File: config.mk
export PLATFORM = sky130hd
export DESIGN_NAME = nested_irq_ctrl
export DESIGN_NICKNAME = d
export VERILOG_FILES = /design/src/hw/irq_pkg.sv /design/src/hw/nested_irq_ctrl.sv /design/src/hw/prio_resolver.sv /design/src/hw/tick_timer.sv
export SDC_FILE = /design/constraint.sdc
export NUM_CORES = 1
export LEC_CHECK = 0
export BUFFER_PORTS_ARGS = -buffer_cell sky130_fd_sc_hd__clkbuf_2
export CAP_MARGIN = 0
export CORE_ASPECT_RATIO = 0.8
export CORE_UTILIZATION = 25
export DETAILED_ROUTE_END_ITERATION = 10
export GPL_TIMING_DRIVEN = 0
export HOLD_SLACK_MARGIN = 0.06
export PLACE_DENSITY = 0.42
export SLEW_MARGIN = 25
export SYNTH_ARGS = -nofsm -noshare
export SYNTH_HDL_FRONTEND = slang
export SYNTH_SLANG_ARGS = --single-unit
export TNS_END_PERCENT = 100
File: constraint.sdc
create_clock -name clk -period 81.9 [get_ports clk]
set_input_delay 4.095 -clock clk [delete_from_list [all_inputs] [get_ports clk]]
set_output_delay 4.095 -clock clk [all_outputs]
set_load 0.01 [all_outputs]
File: src/hw/irq_pkg.sv
// constants shared by the interrupt controller and its tick timer
// assumes one system clock; all numbers of the block live here
package irq_pkg;
  localparam int IRQ_COUNT = 32;
  localparam int PRIO_W = 2;
  localparam int PRIO_FIELD_W = 8;
  localparam int PRIO_FIELD_MSB = 6;
  localparam int PRIO_PER_REG = 4;
  localparam int PRIO_REG_COUNT = IRQ_COUNT / PRIO_PER_REG;
  localparam int PRIO_IDX_W = 3;
  localparam int TICK_W = 24;
  localparam int VEC_W = 6;
  localparam int LVL_W = 3;
  // entry slots: 0..31 irqs, then the system exceptions
  localparam int SRC_COUNT = 37;
  localparam int IDX_W = 6;
  localparam logic [IDX_W-1:0] SRC_SVC = 6'h20;
  localparam logic [IDX_W-1:0] SRC_PENDABLE_SERVICE_EXC = 6'h21;
  localparam logic [IDX_W-1:0] SRC_TICK = 6'h22;
  localparam logic [IDX_W-1:0] SRC_HARD = 6'h23;
  localparam logic [IDX_W-1:0] SRC_NMI = 6'h24;
  // urgency levels: lower is more urgent, 7 means thread code
  localparam logic [LVL_W-1:0] LVL_RESET = 3'h0;
  localparam logic [LVL_W-1:0] LVL_NMI = 3'h1;
  localparam logic [LVL_W-1:0] LVL_HARD = 3'h2;
  localparam logic [LVL_W-1:0] LVL_CFG_BASE = 3'h3;
  localparam logic [LVL_W-1:0] LVL_THREAD = 3'h7;
  localparam logic [VEC_W-1:0] VEC_RESET = 6'h01;
  localparam logic [VEC_W-1:0] VEC_NMI = 6'h02;
  localparam logic [VEC_W-1:0] VEC_HARD = 6'h03;
  localparam logic [VEC_W-1:0] VEC_SVC = 6'h0B;
  localparam logic [VEC_W-1:0] VEC_PENDABLE_SERVICE_EXC = 6'h0E;
  localparam logic [VEC_W-1:0] VEC_TICK = 6'h0F;
  localparam logic [VEC_W-1:0] VEC_IRQ_BASE = 6'h10;
  localparam logic [IRQ_COUNT-1:0] IRQ_RESERVED = 32'h0B73_0000;
  localparam logic [TICK_W-1:0] TICK_ZERO = 24'h00_0000;
  localparam logic [TICK_W-1:0] TICK_ONE = 24'h00_0001;

  typedef enum logic [2:0] {
    ST_RESET = 3'b000,
    ST_THREAD = 3'b001,
    ST_ENTRY = 3'b010,
    ST_CHAIN = 3'b011,
    ST_HANDLER = 3'b100,
    ST_DECIDE = 3'b101,
    ST_EXIT = 3'b110
  } exc_state_t;

  function automatic logic [VEC_W-1:0] vec_of(input logic [IDX_W-1:0] idx);
    logic [VEC_W-1:0] v;
    v = VEC_IRQ_BASE + idx;
    if (idx == SRC_SVC) v = VEC_SVC;
    if (idx == SRC_PENDABLE_SERVICE_EXC) v = VEC_PENDABLE_SERVICE_EXC;
    if (idx == SRC_TICK) v = VEC_TICK;
    if (idx == SRC_HARD) v = VEC_HARD;
    if (idx == SRC_NMI) v = VEC_NMI;
    return v;
  endfunction
endpackage

File: src/hw/nested_irq_ctrl.sv
// nested vectored interrupt controller with its tick timer
// the core answers step_done after stacking+fetch, chain fetch or unstack
`timescale 1ns/100ps
module nested_irq_ctrl
  import irq_pkg::*;
(
  input wire logic clk,
  input wire logic srst,
  input wire logic brownout_irq,
  input wire logic watchdog_irq,
  input wire logic ext_pin0_irq,
  input wire logic ext_pin1_irq,
  input wire logic gpio_group1_irq,
  input wire logic gpio_group2_irq,
  input wire logic pulse_group_a_irq,
  input wire logic pulse_group_b_irq,
  input wire logic timer0_irq,
  input wire logic timer1_irq,
  input wire logic timer2_irq,
  input wire logic timer3_irq,
  input wire logic serial_port0_2_irq,
  input wire logic serial_port1_irq,
  input wire logic sync_serial0_irq,
  input wire logic sync_serial1_irq,
  input wire logic twowire_bus0_irq,
  input wire logic twowire_bus1_irq,
  input wire logic usb_device_irq,
  input wire logic dma_irq,
  input wire logic powerdown_wakeup_irq,
  input wire logic adc_irq,
  input wire logic osc_trim_irq,
  input wire logic rtc_irq,
  input wire logic nmi_req,
  input wire logic hard_fault_req,
  input wire logic supervisor_call_req,
  input wire logic pendable_service_set,
  input wire logic pendable_service_clear,
  input wire logic [PRIO_W-1:0] supervisor_call_prio,
  input wire logic [PRIO_W-1:0] pendable_service_prio,
  input wire logic [PRIO_W-1:0] tick_timer_prio,
  input wire logic set_enable_wr,
  input wire logic clear_enable_wr,
  input wire logic set_pending_wr,
  input wire logic clear_pending_wr,
  input wire logic [IRQ_COUNT-1:0] irq_wr_data,
  input wire logic prio_wr,
  input wire logic [PRIO_IDX_W-1:0] prio_wr_index,
  input wire logic [IRQ_COUNT-1:0] prio_wr_data,
  input wire logic [PRIO_IDX_W-1:0] prio_rd_index,
  input wire logic tick_timer_enable,
  input wire logic tick_count_strobe,
  input wire logic [TICK_W-1:0] tick_reload_value,
  input wire logic tick_current_value_wr,
  input wire logic tick_status_read,
  input wire logic step_done,
  input wire logic exc_return,
  output logic [IRQ_COUNT-1:0] enable_state,
  output logic [IRQ_COUNT-1:0] pending_state,
  output logic [IRQ_COUNT-1:0] prio_rd_data,
  output logic [TICK_W-1:0] tick_current_value,
  output logic count_reached_flag,
  output logic [VEC_W-1:0] vector_num,
  output logic [VEC_W+1:0] vector_addr,
  output logic vector_fetch,
  output logic stack_push,
  output logic stack_pop,
  output logic handler_mode
);
  exc_state_t state_reg;
  logic [IRQ_COUNT-1:0] lines;
  logic [IRQ_COUNT-1:0] en_reg;
  logic [SRC_COUNT-1:0] pend_reg;
  logic [SRC_COUNT-1:0] active_reg;
  logic [PRIO_W-1:0] prio_reg [IRQ_COUNT];
  logic [SRC_COUNT*LVL_W-1:0] levels;
  logic [SRC_COUNT-1:0] eligible;
  logic cand_found;
  logic [IDX_W-1:0] cand_idx;
  logic [LVL_W-1:0] cand_level;
  logic run_found;
  logic [IDX_W-1:0] run_idx;
  logic [LVL_W-1:0] run_level;
  logic [IDX_W-1:0] lat_idx_reg;
  logic [LVL_W-1:0] lat_level_reg;
  logic tick_wrap;
  logic take;
  logic late;
  logic commit;

  // line order; reserved slots stay tied low
  assign lines = {rtc_irq, osc_trim_irq, adc_irq, powerdown_wakeup_irq, 1'b0,
    dma_irq, 2'b00, usb_device_irq, 3'b000, twowire_bus1_irq, twowire_bus0_irq,
    2'b00, sync_serial1_irq, sync_serial0_irq, serial_port1_irq, serial_port0_2_irq,
    timer3_irq, timer2_irq, timer1_irq, timer0_irq, pulse_group_b_irq,
    pulse_group_a_irq, gpio_group2_irq, gpio_group1_irq, ext_pin1_irq, ext_pin0_irq,
    watchdog_irq, brownout_irq};

  tick_timer u_tick (
    .clk(clk),
    .srst(srst),
    .enable(tick_timer_enable),
    .count_strobe(tick_count_strobe),
    .reload_value(tick_reload_value),
    .cv_write(tick_current_value_wr),
    .status_read(tick_status_read),
    .current_value(tick_current_value),
    .count_reached_flag(count_reached_flag),
    .wrap_event(tick_wrap)
  );

  // configurable levels sit under the three fixed ones
  genvar g;
  generate
    for (g = 0; g < IRQ_COUNT; g++) begin : g_irq
      assign levels[g*LVL_W +: LVL_W] = LVL_CFG_BASE + LVL_W'(prio_reg[g]);
      assign eligible[g] = pend_reg[g] && en_reg[g] && !active_reg[g];
      always_ff @(posedge clk) begin
        if (srst) begin
          prio_reg[g] <= '0;
        end else if (prio_wr && prio_wr_index == PRIO_IDX_W'(g / PRIO_PER_REG)) begin
          prio_reg[g] <= prio_wr_data[(g % PRIO_PER_REG)*PRIO_FIELD_W + PRIO_FIELD_MSB
            +: PRIO_W];
        end
      end
    end
  endgenerate
  assign levels[SRC_SVC*LVL_W +: LVL_W] = LVL_CFG_BASE + LVL_W'(supervisor_call_prio);
  assign levels[SRC_PENDABLE_SERVICE_EXC*LVL_W +: LVL_W] = LVL_CFG_BASE + LVL_W'(pendable_service_prio);
  assign levels[SRC_TICK*LVL_W +: LVL_W] = LVL_CFG_BASE + LVL_W'(tick_timer_prio);
  assign levels[SRC_HARD*LVL_W +: LVL_W] = LVL_HARD;
  assign levels[SRC_NMI*LVL_W +: LVL_W] = LVL_NMI;
  assign eligible[SRC_COUNT-1:IRQ_COUNT] = pend_reg[SRC_COUNT-1:IRQ_COUNT]
    & ~active_reg[SRC_COUNT-1:IRQ_COUNT];

  prio_resolver #(.N(SRC_COUNT)) u_pick (
    .req(eligible),
    .levels(levels),
    .found(cand_found),
    .best_idx(cand_idx),
    .best_level(cand_level)
  );

  prio_resolver #(.N(SRC_COUNT)) u_run (
    .req(active_reg),
    .levels(levels),
    .found(run_found),
    .best_idx(run_idx),
    .best_level(run_level)
  );

  // strictly more urgent than what runs now, equal never preempts
  assign take = cand_found && cand_level < run_level;
  assign late = take && cand_level < lat_level_reg;
  assign commit = step_done && (state_reg == ST_ENTRY || state_reg == ST_CHAIN);

  always_ff @(posedge clk) begin
    if (srst) begin
      en_reg <= '0;
    end else begin
      en_reg <= (en_reg | (set_enable_wr ? irq_wr_data : '0))
        & ~(clear_enable_wr ? irq_wr_data : '0) & ~IRQ_RESERVED;
    end
  end
  assign enable_state = en_reg;

  // hardware set wins over software clear and over acceptance
  logic [SRC_COUNT-1:0] pend_set;
  logic [SRC_COUNT-1:0] pend_clr;
  always_comb begin
    pend_set = '0;
    pend_clr = '0;
    pend_set[IRQ_COUNT-1:0] = (lines | (set_pending_wr ? irq_wr_data : '0))
      & ~IRQ_RESERVED;
    pend_set[SRC_SVC] = supervisor_call_req;
    pend_set[SRC_PENDABLE_SERVICE_EXC] = pendable_service_set;
    pend_set[SRC_TICK] = tick_wrap;
    pend_set[SRC_HARD] = hard_fault_req;
    pend_set[SRC_NMI] = nmi_req;
    pend_clr[IRQ_COUNT-1:0] = clear_pending_wr ? irq_wr_data : '0;
    pend_clr[SRC_PENDABLE_SERVICE_EXC] = pendable_service_clear;
    if (commit) begin
      pend_clr[lat_idx_reg] = 1'b1;
    end
  end

  always_ff @(posedge clk) begin
    if (srst) begin
      pend_reg <= '0;
    end else begin
      pend_reg <= (pend_reg & ~pend_clr) | pend_set;
    end
  end
  assign pending_state = pend_reg[IRQ_COUNT-1:0];

  // active holds until its own return, even if disabled meanwhile
  always_ff @(posedge clk) begin
    if (srst) begin
      active_reg <= '0;
    end else if (commit) begin
      active_reg[lat_idx_reg] <= 1'b1;
    end else if (state_reg == ST_HANDLER && exc_return && !take) begin
      active_reg[run_idx] <= 1'b0;
    end
  end

  always_ff @(posedge clk) begin
    if (srst) begin
      prio_rd_data <= '0;
    end else begin
      for (int i = 0; i < PRIO_PER_REG; i++) begin
        prio_rd_data[i*PRIO_FIELD_W +: PRIO_FIELD_W] <= {prio_reg[
          PRIO_PER_REG*prio_rd_index + PRIO_IDX_W'(i)],
          (PRIO_FIELD_W-PRIO_W)'(0)};
      end
    end
  end

  // latched winner; a more urgent newcomer during entry or chain replaces it at once unless step_done
  always_ff @(posedge clk) begin
    if (srst) begin
      lat_idx_reg <= '0;
      lat_level_reg <= LVL_RESET;
    end else if (state_reg == ST_THREAD || state_reg == ST_HANDLER
        || state_reg == ST_DECIDE) begin
      lat_idx_reg <= cand_idx;
      lat_level_reg <= cand_level;
    end else if ((state_reg == ST_ENTRY || state_reg == ST_CHAIN) && late && !step_done) begin
      lat_idx_reg <= cand_idx;
      lat_level_reg <= cand_level;
    end
  end

  always_ff @(posedge clk) begin
    if (srst) begin
      state_reg <= ST_RESET;
    end else begin
      unique case (state_reg)
        ST_RESET: if (step_done) state_reg <= ST_THREAD;
        ST_THREAD: if (take) state_reg <= ST_ENTRY;
        ST_ENTRY, ST_CHAIN: if (step_done) state_reg <= ST_HANDLER;
        ST_HANDLER: begin
          if (take) begin
            state_reg <= ST_ENTRY;
          end else if (exc_return) begin
            state_reg <= ST_DECIDE;
          end
        end
        ST_DECIDE: state_reg <= take ? ST_CHAIN : ST_EXIT;
        ST_EXIT: if (step_done) state_reg <= run_found ? ST_HANDLER : ST_THREAD;
        default: state_reg <= ST_RESET;
      endcase
    end
  end

  // reset vector first; afterwards the latched winner's table entry
  always_ff @(posedge clk) begin
    if (srst) begin
      vector_num <= VEC_RESET;
      handler_mode <= 1'b0;
    end else begin
      if (state_reg == ST_ENTRY || state_reg == ST_CHAIN || state_reg == ST_RESET) begin
        vector_num <= state_reg == ST_RESET ? VEC_RESET : vec_of(lat_idx_reg);
      end
      if (commit) begin
        handler_mode <= 1'b1;
      end else if (state_reg == ST_EXIT && step_done && !run_found) begin
        handler_mode <= 1'b0;
      end
    end
  end

  assign vector_addr = {vector_num, 2'b00};
  assign vector_fetch = state_reg == ST_ENTRY || state_reg == ST_CHAIN
    || state_reg == ST_RESET;
  assign stack_push = state_reg == ST_ENTRY;
  assign stack_pop = state_reg == ST_EXIT;
endmodule // nested_irq_ctrl

File: src/hw/prio_resolver.sv
// picks the most urgent requesting slot; ties go to the lowest slot
// purely combinational
`timescale 1ns/100ps
module prio_resolver
  import irq_pkg::*;
#(
  parameter int N = SRC_COUNT
) (
  input wire logic [N-1:0] req,
  input wire logic [N*LVL_W-1:0] levels,
  output logic found,
  output logic [IDX_W-1:0] best_idx,
  output logic [LVL_W-1:0] best_level
);
  always_comb begin
    found = 1'b0;
    best_idx = '0;
    best_level = LVL_THREAD;
    for (int i = N - 1; i >= 0; i--) begin
      if (req[i] && (!found || levels[i*LVL_W +: LVL_W] <= best_level)) begin
        found = 1'b1;
        best_idx = IDX_W'(i);
        best_level = levels[i*LVL_W +: LVL_W];
      end
    end
  end
endmodule // prio_resolver

File: src/hw/tick_timer.sv
// 24-bit down counter with reload and sticky count-reached flag
// count_strobe marks one timer clock, already in the clk domain
`timescale 1ns/100ps
module tick_timer
  import irq_pkg::*;
(
  input wire logic clk,
  input wire logic srst,
  input wire logic enable,
  input wire logic count_strobe,
  input wire logic [TICK_W-1:0] reload_value,
  input wire logic cv_write,
  input wire logic status_read,
  output logic [TICK_W-1:0] current_value,
  output logic count_reached_flag,
  output logic wrap_event
);
  logic step;
  logic hit_zero;
  assign step = enable && count_strobe && !cv_write;
  assign hit_zero = step && current_value == TICK_ONE;
  assign wrap_event = hit_zero;

  // value after reset is left to software, cleared here for determinism
  always_ff @(posedge clk) begin
    if (srst) begin
      current_value <= TICK_ZERO;
    end else if (cv_write) begin
      current_value <= TICK_ZERO;
    end else if (step) begin
      if (current_value == TICK_ZERO) begin
        current_value <= reload_value;
      end else begin
        current_value <= current_value - TICK_ONE;
      end
    end
  end

  // set beats the read-clear in the same cycle
  always_ff @(posedge clk) begin
    if (srst) begin
      count_reached_flag <= 1'b0;
    end else if (hit_zero) begin
      count_reached_flag <= 1'b1;
    end else if (status_read) begin
      count_reached_flag <= 1'b0;
    end
  end
endmodule // tick_timer

# After elaboration in Yosys (flattened, before gate mapping)
# Memory sizes are Yosys's and may differ from the RTL's. A register that Yosys moved wholly into a read port is not among the register bits.
# Index checks and enable logic that the tools add are counted.
# Widths: inputs -> output; s select.
[classes] add_sub_neg=40 magnitude_cmp=78 n_eq_ne=24 mux=315 bitwise_logic=45 n_reduce_logical=352
[ops] cell="$mux 6" n=82
[ops] cell="$mux 3" n=84
[ops] cell="$le 3x3->1" n=70
[ops] cell="$logic_and 1x1->1" n=158
[ops] cell="$mux 32" n=4
[ops] cell="$mux 37" n=3
[ops] cell="$logic_not 1->1" n=108
[ops] cell="$mux 1" n=106
[ops] cell="$add 2x2->3 const A" n=35
[ops] cell="$logic_or 1x1->1" n=76
[ops] cell="$and 37x37->37" n=2
[ops] cell="$not 37->37" n=2
[ops] cell="$or 37x37->37" n=2
[ops] cell="$mux 2" n=32
[ops] cell="$or 32x32->32" n=2
[ops] cell="$or 34x37->37" n=1
[ops] cell="$and 32x32->32" n=1
[ops] cell="$not 32->32" n=1
[ops] cell="$or 1x1->1" n=32
[ops] cell="$eq 6x6->1 const B" n=5
[ops] cell="$eq 24x1->1 const B" n=1
[ops] cell="$logic_not 24->1" n=1
[ops] cell="$mux 24" n=1
[ops] cell="$sub 24x1->24 const B" n=1
[ops] cell="other kinds (20)" n=44
[word_totals] reg_bits=174 ramBits=64 in_bits=142 out_inout_bits=139 n_memories=1
[memory_table] name="prio_reg" words=32 word_bits=2 rd=36 rd_ports_with_merged_regs=4 write_ports=32 line="nested_irq_ctrl.sv:74" source="logic [PRIO_W-1:0] prio_reg [IRQ_COUNT];"

# Depth between registers and ports, before layout
# Gate-level depths: netlist (run 1).
[logic_depth] depth_word=154 depth_mapped=276 mapped_depth_nobuf=264

# Cells and area by module
# A second synthesis (run 1) with hierarchy kept.
[unflattened] hier_cells=3012 hier_area_um2=23094.6
[modules_own_cells] module="nested_irq_ctrl" instances=1 cells_each=1084 area_per_inst_um2=9778.1 seq_area_each_um2=4424.2
[modules_own_cells] module="prio_resolver at u_pick" instances=1 cells_each=873 area_per_inst_um2=5916.9 seq_area_each_um2=0.0
[modules_own_cells] module="prio_resolver at u_run" instances=1 cells_each=850 area_per_inst_um2=5749.3 seq_area_each_um2=0.0
[modules_own_cells] module="tick_timer" instances=1 cells_each=205 area_per_inst_um2=1650.3 seq_area_each_um2=500.5

# Least setup slack after synthesis (run 1)
# No wires, ideal clock.
[synth_timing] path_type="input port to flip-flop" startpoint="input tick_timer_prio[0]" endpoint="register active_reg[18]" setup_time_ns=0.086 arrival_time_ns=52.391 setup_slack_ns=29.424 cell_stages=254 cell_sequence="inv_1 > ha_1 > inv_1 > ha_1 > nor3b_1 > a311o_1 > o21a_1 > or2_2 > ha_1 > and3b_1 > a211oi_1 > o21a_1 > o31ai_1 > inv_1 > ha_1 > nor2b_1 > o21ai_0 > a21o_1 > [... 218 more ...] > nor2b_1 > o21a_1 > o21ai_0 > o21ai_1 > o221ai_1 > o21ai_0 > o21ai_0 > ha_1 > a32oi_1 > a21boi_1 > mux2_2 > ha_1 > a221oi_1 > and2_1 > a2111oi_4 > and3b_1 > buf_2 > a211oi_1"
[synth_via] elab_chain_cells=149 elab_cells_between_ends=467
[synth_rtl] item="start: declaration" line="nested_irq_ctrl.sv:40" source="input wire logic [PRIO_W-1:0] tick_timer_prio,"
[synth_rtl] item="$add 2x2->3 (*)" line="nested_irq_ctrl.sv:129" source="assign levels[SRC_TICK*LVL_W +: LVL_W] = LVL_CFG_BASE + LVL_W'(tick_timer_prio);"
[synth_rtl] item="$le 3x3->1" line="prio_resolver.sv:20" source="if (req[i] && (!found || levels[i*LVL_W +: LVL_W] <= best_level)) begin"
[synth_rtl] item="$logic_or 1x1->1" line="prio_resolver.sv:20"
[synth_rtl] item="$logic_and 1x1->1" line="prio_resolver.sv:20"
[synth_rtl] item="$mux 3 or $mux 1 (tied branches)" line="prio_resolver.sv:20"
[synth_rtl] item="$le 3x3->1 or $logic_not 1->1 (tied branches)" line="prio_resolver.sv:20"
[synth_rtl] item="$logic_or 1x1->1" line="prio_resolver.sv:20"
[synth_rtl] item="$logic_and 1x1->1" line="prio_resolver.sv:20"
[synth_rtl] item="[... 133 more ...]"
[synth_rtl] item="$lt 6x7->1 (implied by the code) or $ge 6x1->1 (tied branches)" line="nested_irq_ctrl.sv:202" source="active_reg[run_idx] <= 1'b0;"
[synth_rtl] item="$logic_and 1x1->1 (implied by the code)" line="nested_irq_ctrl.sv:202"
[synth_rtl] item="$mux 1 (implied by the code)" line="nested_irq_ctrl.sv:202"
[synth_rtl] item="$demux 1 s6" line="nested_irq_ctrl.sv:202"
[synth_rtl] item="$not 37->37 (no line)"
[synth_rtl] item="$and 37x37->37 (no line)"
[synth_rtl] item="$mux 37" line="nested_irq_ctrl.sv:201" source="end else if (state_reg == ST_HANDLER && exc_return && !take) begin"
[synth_rtl] item="$mux 37" line="nested_irq_ctrl.sv:199" source="end else if (commit) begin"
[synth_rtl] item="end signal: assignment" line="nested_irq_ctrl.sv:198" source="active_reg <= '0;"
[synth_rtl] item="end signal: indexed assignment" line="nested_irq_ctrl.sv:200" source="active_reg[lat_idx_reg] <= 1'b1;"
[synth_rtl] item="end signal: indexed assignment" line="nested_irq_ctrl.sv:202"
[synth_rtl] item="end: declaration" line="nested_irq_ctrl.sv:73" source="logic [SRC_COUNT-1:0] active_reg;"
# Mark *: on every way between the ends. The rest lies on a longest branch, timed or not. The select of a mux whose other input is x is not followed.
# A chain may end at the register's enable or synchronous reset.

# Worst setup path after layout (run 1)
[layout_timing] startpoint="input tick_timer_prio[0]" endpoint="register active_reg[16]"
# Same word-level chain as after synthesis.

==> impl_results.md, run 1 <==
- Final setup violation count: 0
- Leakage: 10.6 nW
- Final Power: 0.457 mW
- Post-route cell area: 24400 µm²
- Syn avg cell area: 7.82 µm²
- Dominant cells by area after synthesis: dfxtp_1 14%, ha_1 14%, edfxtp_1 9.2%
- PortBufs: 219
- Vias per std cell: 5.17
- CP endpoint kind: register
- Async set-reset flop share out of synthesis: 0
- Share of layout cells above drive strength 1: 0.160
- Most frequent cells in the layout: 237 x nand2_1, 227 x ha_1, 225 x inv_1
- Setup Skew: 11.2 ps
- Remaining Overflow, GRT: 0
- CTS root buffer: clkbuf_16
- Crit path largest cell delay: 840 ps
- Crit path required time: 82380 ps
- Clock latency at the later pin of the worst-skew pair: 570 ps
- CTS resizes: 0
- H-tree levels: 1
- R2r setup slk: 20350 ps
- Initial detailed-routing violation count: 1873
- #FFs+latches synth: 214
- DRC Markers: 0
- Slew headroom: 0.294
- Initial DRT Pass Iterations: 5
- Starting Density: 0.253
- Clock sinks: 214
- Clock share of power: 0.267
- Hold_ws: 446 ps
- Fmax: 0.0155 GHz
- Final hold vios: 0
- Fill cells: 9073
- Num CTS Buffers: 26
- Net Sw Frac: 0.410
- Worst-path maximum fanout: 10
- Hold-fix buffers, CTS: 0
- Crit-path leading delay family: compound AO/OA/AOI/OAI gates
- Layout area overhead: 17.2%
- Synth Flop Type: dfxtp_1
- Core area: 82300 µm²
- Final WS setup: 17290 ps
- Fin cells: 4070
- Via count: 21000
- NetSw: 0.188 mW
- Cell Pwr Density: 18.8 nW/µm²
- Crit path kind: input pin to register
- CP Launch Point: tick_timer_prio[0]
- Slew Limit Fails: 0
- CP Data Arrival Time: 65090 ps
- DP HPWL: 74300 µm
- FP Rows: 94
- Mapped Cells: 2659
- Simple logic cell fraction of the synthesized area: 0.223
- DIE AREA: 84300 µm²
- Crit path launch type: input pin
- Sequential area share after synthesis: 0.237
- Pin count of the biggest net entering global routing: 14
- Compound-Gate Fraction of Synth Area: 0.267
- Internal Power: 0.269 mW
- Final WL: 89900 µm
- Post-Syn Area: 20800 µm²
- Seq pwr share: 0.276
- Hold_sp: pend_reg[24]
- Main combinational cell family by area after synthesis: compound AO/OA/AOI/OAI gates
- Post-synthesis xor/xnor area fraction: 0.000842
- Clk buf depth: 3
- RePlAce Congestion: 0.924
- Tcrit/Tclk final: 0.789
- Fin crit period: 64610 ps
- Placed cell area: 23500 µm²
- Post-Synth Adder-Cell Area: 0.137
- Worst path bufs/invs: 23
- Status: complete, no violations
- Core Util, Final: 0.296
- Largest register FFs: 64
- Area leader, netlist: dfxtp_1
- Maxcap violations: 0
- CTS tree: built
- GR Util All Layers: 0.205
- Setup Buffers After CTS: 0
- Final nets: 3312
- RSZ-0062 raised after global routing: false
- Cells after DPL: 4019
- CP max stage cell: o31ai_1
- Io pins: 281
- Setup_tns: 0 ps
- Maximum vdd ir drop: 0.0153 mV
- Comb pwr share: 0.457
- Proportion of netlist area held by the largest area contributor: 0.144
- Most frequent CP cell: o21ai_0
- Initial antenna violation count: 4
- Clock slew at reported path FFs: 60 ps
- Synth warn: 0
- Yosys cell types: 98
- Tightest Pin Transition: 1060 ps
- Min-delay worst type: register to register
- Pre-CTS setup slack: 17900 ps
- Vias in the first global route: 19200
- Die Y: 260 µm
- First-pass GRT wire length: 131000 µm
- Mux cell area share after synthesis: 0.0505
- Post-detailed-route count of antenna-violating nets: 0
- Worst R2R Start: active_reg[36]
- Width of the die: 324 µm
- Post-synth EDFFs: 64
- Commonest non-fill, non-tap cell in the layout: nand2_1
- Routed wire per std cell: 22.1 µm
==> worst register-to-register path, delay by kind of cell (launching register included) <==
family	cells	cell delay, ps
compound gates	125	31450
fa+ha+maj	36	10780
simple gates	59	10000
flops	1	320
mux	11	3960
buf+inv	21	4940
==> synth_stat cells (17+ instances only) <==
library cell,n
nor2b_1,61
mux2i_1,19
nand3_1,91
edfxtp_1,64
mux2_2,39
a211oi_1,99
and2_1,92
o211ai_1,27
a21o_1,23
and3_1,26
nand2_1,237
nand2b_1,35
dfxtp_1,150
o21a_1,41
inv_1,225
o31ai_1,20
buf_4,72
a221oi_1,17
nand3b_1,30
a31oi_1,42
nor3_1,52
nor2_1,187
o21ai_0,165
a21oi_1,209
nor4_1,20
ha_1,227
clkbuf_1,72
==> power groups by stage <==
stage                     registers, mW  clock network, mW  logic (mW)
after CTS                         0.126              0.125       0.206
after floorplan                   0.124                  0       0.141
after detailed placement          0.128                  0       0.205
after global placement            0.128                  0       0.204
after global routing              0.127              0.128       0.232
final                             0.126              0.122       0.209
==> per-layer routing <==
metal	vias to the layer above	share of wire	track usage
met5	-	0.00014	0
met4	2	0.013	0.0304
met3	59	0.062	0.0371
met2	655	0.39	0.287
met1	10000	0.53	0.323
li1	10300	-	-
==> cell families (layout without fill, tap and decap cells) <==
group                      Yosys count  in the layout
muxes                               78             78
buffers and inverters              391            661
and+or+nand+nor                    912            912
AOI/OAI and AO/OA                  834            834
other                                1             38
DFF                                214            214
xor gates and xnor gates             2              2
adders and majority gates          227            227
==> layout make-up <==
| type | count | area, µm² | share of cell area |
|---|---|---|---|
| flip-flops and latches | 214 | 4920 | 0.202 |
| clock buffers | 36 | 729 | 0.0299 |
| plain buffers | 166 | 936 | 0.0384 |
| inverters | 225 | 845 | 0.0347 |
| clock inverters | 11 | 143 | 0.00585 |
| diodes | 4 | 10.0 | 0.000411 |
| repair buffers | 223 | 1140 | 0.0467 |
| well taps | 1104 | 1380 | 0.0567 |
| multi-input cells | 2087 | 14300 | 0.585 |
==> path summary, 6_finish.rpt <==
| kind | end | cells past startpoint |
|---|---|---|
| setup / recovery | active_reg[16] | 254 |
| hold / removal | pend_reg[24] | 2 |
| setup reg to reg | active_reg[16] | 252 |
| hold reg to reg | pend_reg[24] | 2 |
Note: power is estimated with default switching activity, not from simulation.
==> run 2: changes to the inputs <==
==> constraint.sdc (replaced) <==
create_clock -name clk -period 65 [get_ports clk]
set_input_delay 3.25 -clock clk [delete_from_list [all_inputs] [get_ports clk]]
set_output_delay 3.25 -clock clk [all_outputs]
set_load 0.01 [all_outputs]
==> run 2 against run 1 <==
  * Via count up 0.12%
  * Non-clock buffer count up 3
  * Critical path type unchanged
  * Sequential cell count unchanged
  * Worst hold slack better by 2.8 ps
  * Design area up 0.39%
  * Total power up 26%
  * Cell count about the same
  * Clock skew up 1.7 ps
  * First-iteration DRC count down 1.6%
  * Sequential power up 26%
  * Sequential share of layout area down 0.079 points
==> impl_results.md, run 2 (same netlist as run 1, synthesis figures left out) <==
- Maximum vdd ir drop: 0.0194 mV
- Maxcap violations: 0
- Most frequent CP cell: o21ai_0
- PortBufs: 219
- Final WL: 90000 µm
- Most frequent cells in the layout: 237 x nand2_1, 227 x ha_1, 225 x inv_1
- Crit path required time: 65480 ps
- FP Rows: 94
- R2r setup slk: 6470 ps
- Worst-path maximum fanout: 10
- Post-detailed-route count of antenna-violating nets: 0
- Io pins: 281
- Placed cell area: 23500 µm²
- Clock latency at the later pin of the worst-skew pair: 570 ps
- DRC Markers: 0
- CTS root buffer: clkbuf_16
- Initial detailed-routing violation count: 1843
- Status: complete, no violations
- Tightest Pin Transition: 1040 ps
- Die Y: 260 µm
- Tcrit/Tclk final: 0.935
- DP HPWL: 74300 µm
- Cell Pwr Density: 23.6 nW/µm²
- Core area: 82300 µm²
- Initial antenna violation count: 4
- Remaining Overflow, GRT: 0
- RSZ-0062 raised after global routing: false
- DIE AREA: 84300 µm²
- Routed wire per std cell: 22.1 µm
- Crit path kind: input pin to register
- Num CTS Buffers: 26
- Final setup violation count: 0
- Crit path launch type: input pin
- Slew Limit Fails: 0
- Initial DRT Pass Iterations: 6
- Post-route cell area: 24500 µm²
- CP endpoint kind: register
- Largest register FFs: 64
- Min-delay worst type: register to register
- Crit path largest cell delay: 550 ps
- R2R depth: 252
- Setup_tns: 0 ps
- Hold path depth: 2
- GR Util All Layers: 0.205
- Hold-fix buffers, CTS: 0
- Vias in the first global route: 19200
- Fmax: 0.0165 GHz
- CP Data Arrival Time: 61230 ps
- First-pass GRT wire length: 131000 µm
- Cells after DPL: 4019
- Leakage: 10.7 nW
- Final Power: 0.576 mW
- Via count: 21100
- Pin count of the biggest net entering global routing: 14
- Fin crit period: 60760 ps
- CP max stage cell: o31ai_1
- Vias per std cell: 5.17
- RePlAce Congestion: 0.924
- Final hold vios: 0
- Hold_ws: 449 ps
- Slew headroom: 0.300
- Clock slew at reported path FFs: 60 ps
- CTS tree: built
- Share of layout cells above drive strength 1: 0.165
- Fin cells: 4071
- Width of the die: 324 µm
- Layout area overhead: 17.6%
- Final nets: 3315
- Commonest non-fill, non-tap cell in the layout: nand2_1
- Clk buf depth: 3
- H-tree levels: 1
- Starting Density: 0.253
- Fill cells: 9071
- Setup Skew: 12.9 ps
- Clock sinks: 214
[run 2: cell types whose count changed in the layout (fill, tap and decap cells not counted), sizes merged]
cell,previous run,this run
diode,4,2
buf,98,101
[run 2: layer usage]
| layer | GRT usage | part of all wire | vias up | routed length (µm) |
|---|---|---|---|---|
| met2 | 0.287 | 0.39 | 679 | 35500 |
| met4 | 0.0304 | 0.012 | 2 | 1120 |
| met5 | 0 | 0.00014 | - | 13 |
| li1 | - | - | 10300 | - |
| met3 | 0.0371 | 0.068 | 53 | 6150 |
| met1 | 0.323 | 0.52 | 10000 | 47200 |
[run 2: power by group]
part	switching [mW]	internal, mW	leakage, nW
clock network	0.0633	0.0904	0.421
registers	0.0119	0.147	1.85
logic	0.162	0.102	8.40
total	0.237	0.339	10.7
[run 2: per-stage QoR]
step | setup WS, ps | util
after detailed placement | 1840 | 0.285
final | 4240 | 0.297
after global routing | 6.93 | 0.297
after floorplan | 13370 | -
after global placement | 965 | 0.284
after CTS | 2230 | 0.296
[run 2: path summary, 6_finish.rpt]
kind                                          from              to
worst min-delay path                  pend_reg[17]    pend_reg[17]
worst max register to register      active_reg[36]  active_reg[16]
worst max-delay path            tick_timer_prio[0]  active_reg[16]
worst min register to register        pend_reg[17]    pend_reg[17]
[run 2: final cells by class]
type,instances,area [µm²],share of cell area
diodes,2,5.00,0.000205
plain buffers,166,937,0.0383
clock buffers,36,729,0.0298
clock inverters,11,143,0.00583
inverters,225,845,0.0345
multi-input cells,2087,14300,0.586
flip-flops and latches,214,4920,0.201
well taps,1104,1380,0.0565
repair buffers,226,1160,0.0474
[run 2: critical path: cells and delay by family]
family / cells / cell delay (ps)
multiplexers: 11 / 3860
buffers and inverters: 21 / 4900
AND/OR/NAND/NOR: 58 / 9080
AO/OA/AOI/OAI: 127 / 28760
adder cells (fa/ha/maj): 37 / 11320
[run 2: what timing repair did]
action,in CTS,in global routing
setup buffers,0,3
setup endpoints to repair,0,49
gates resized for setup,0,17
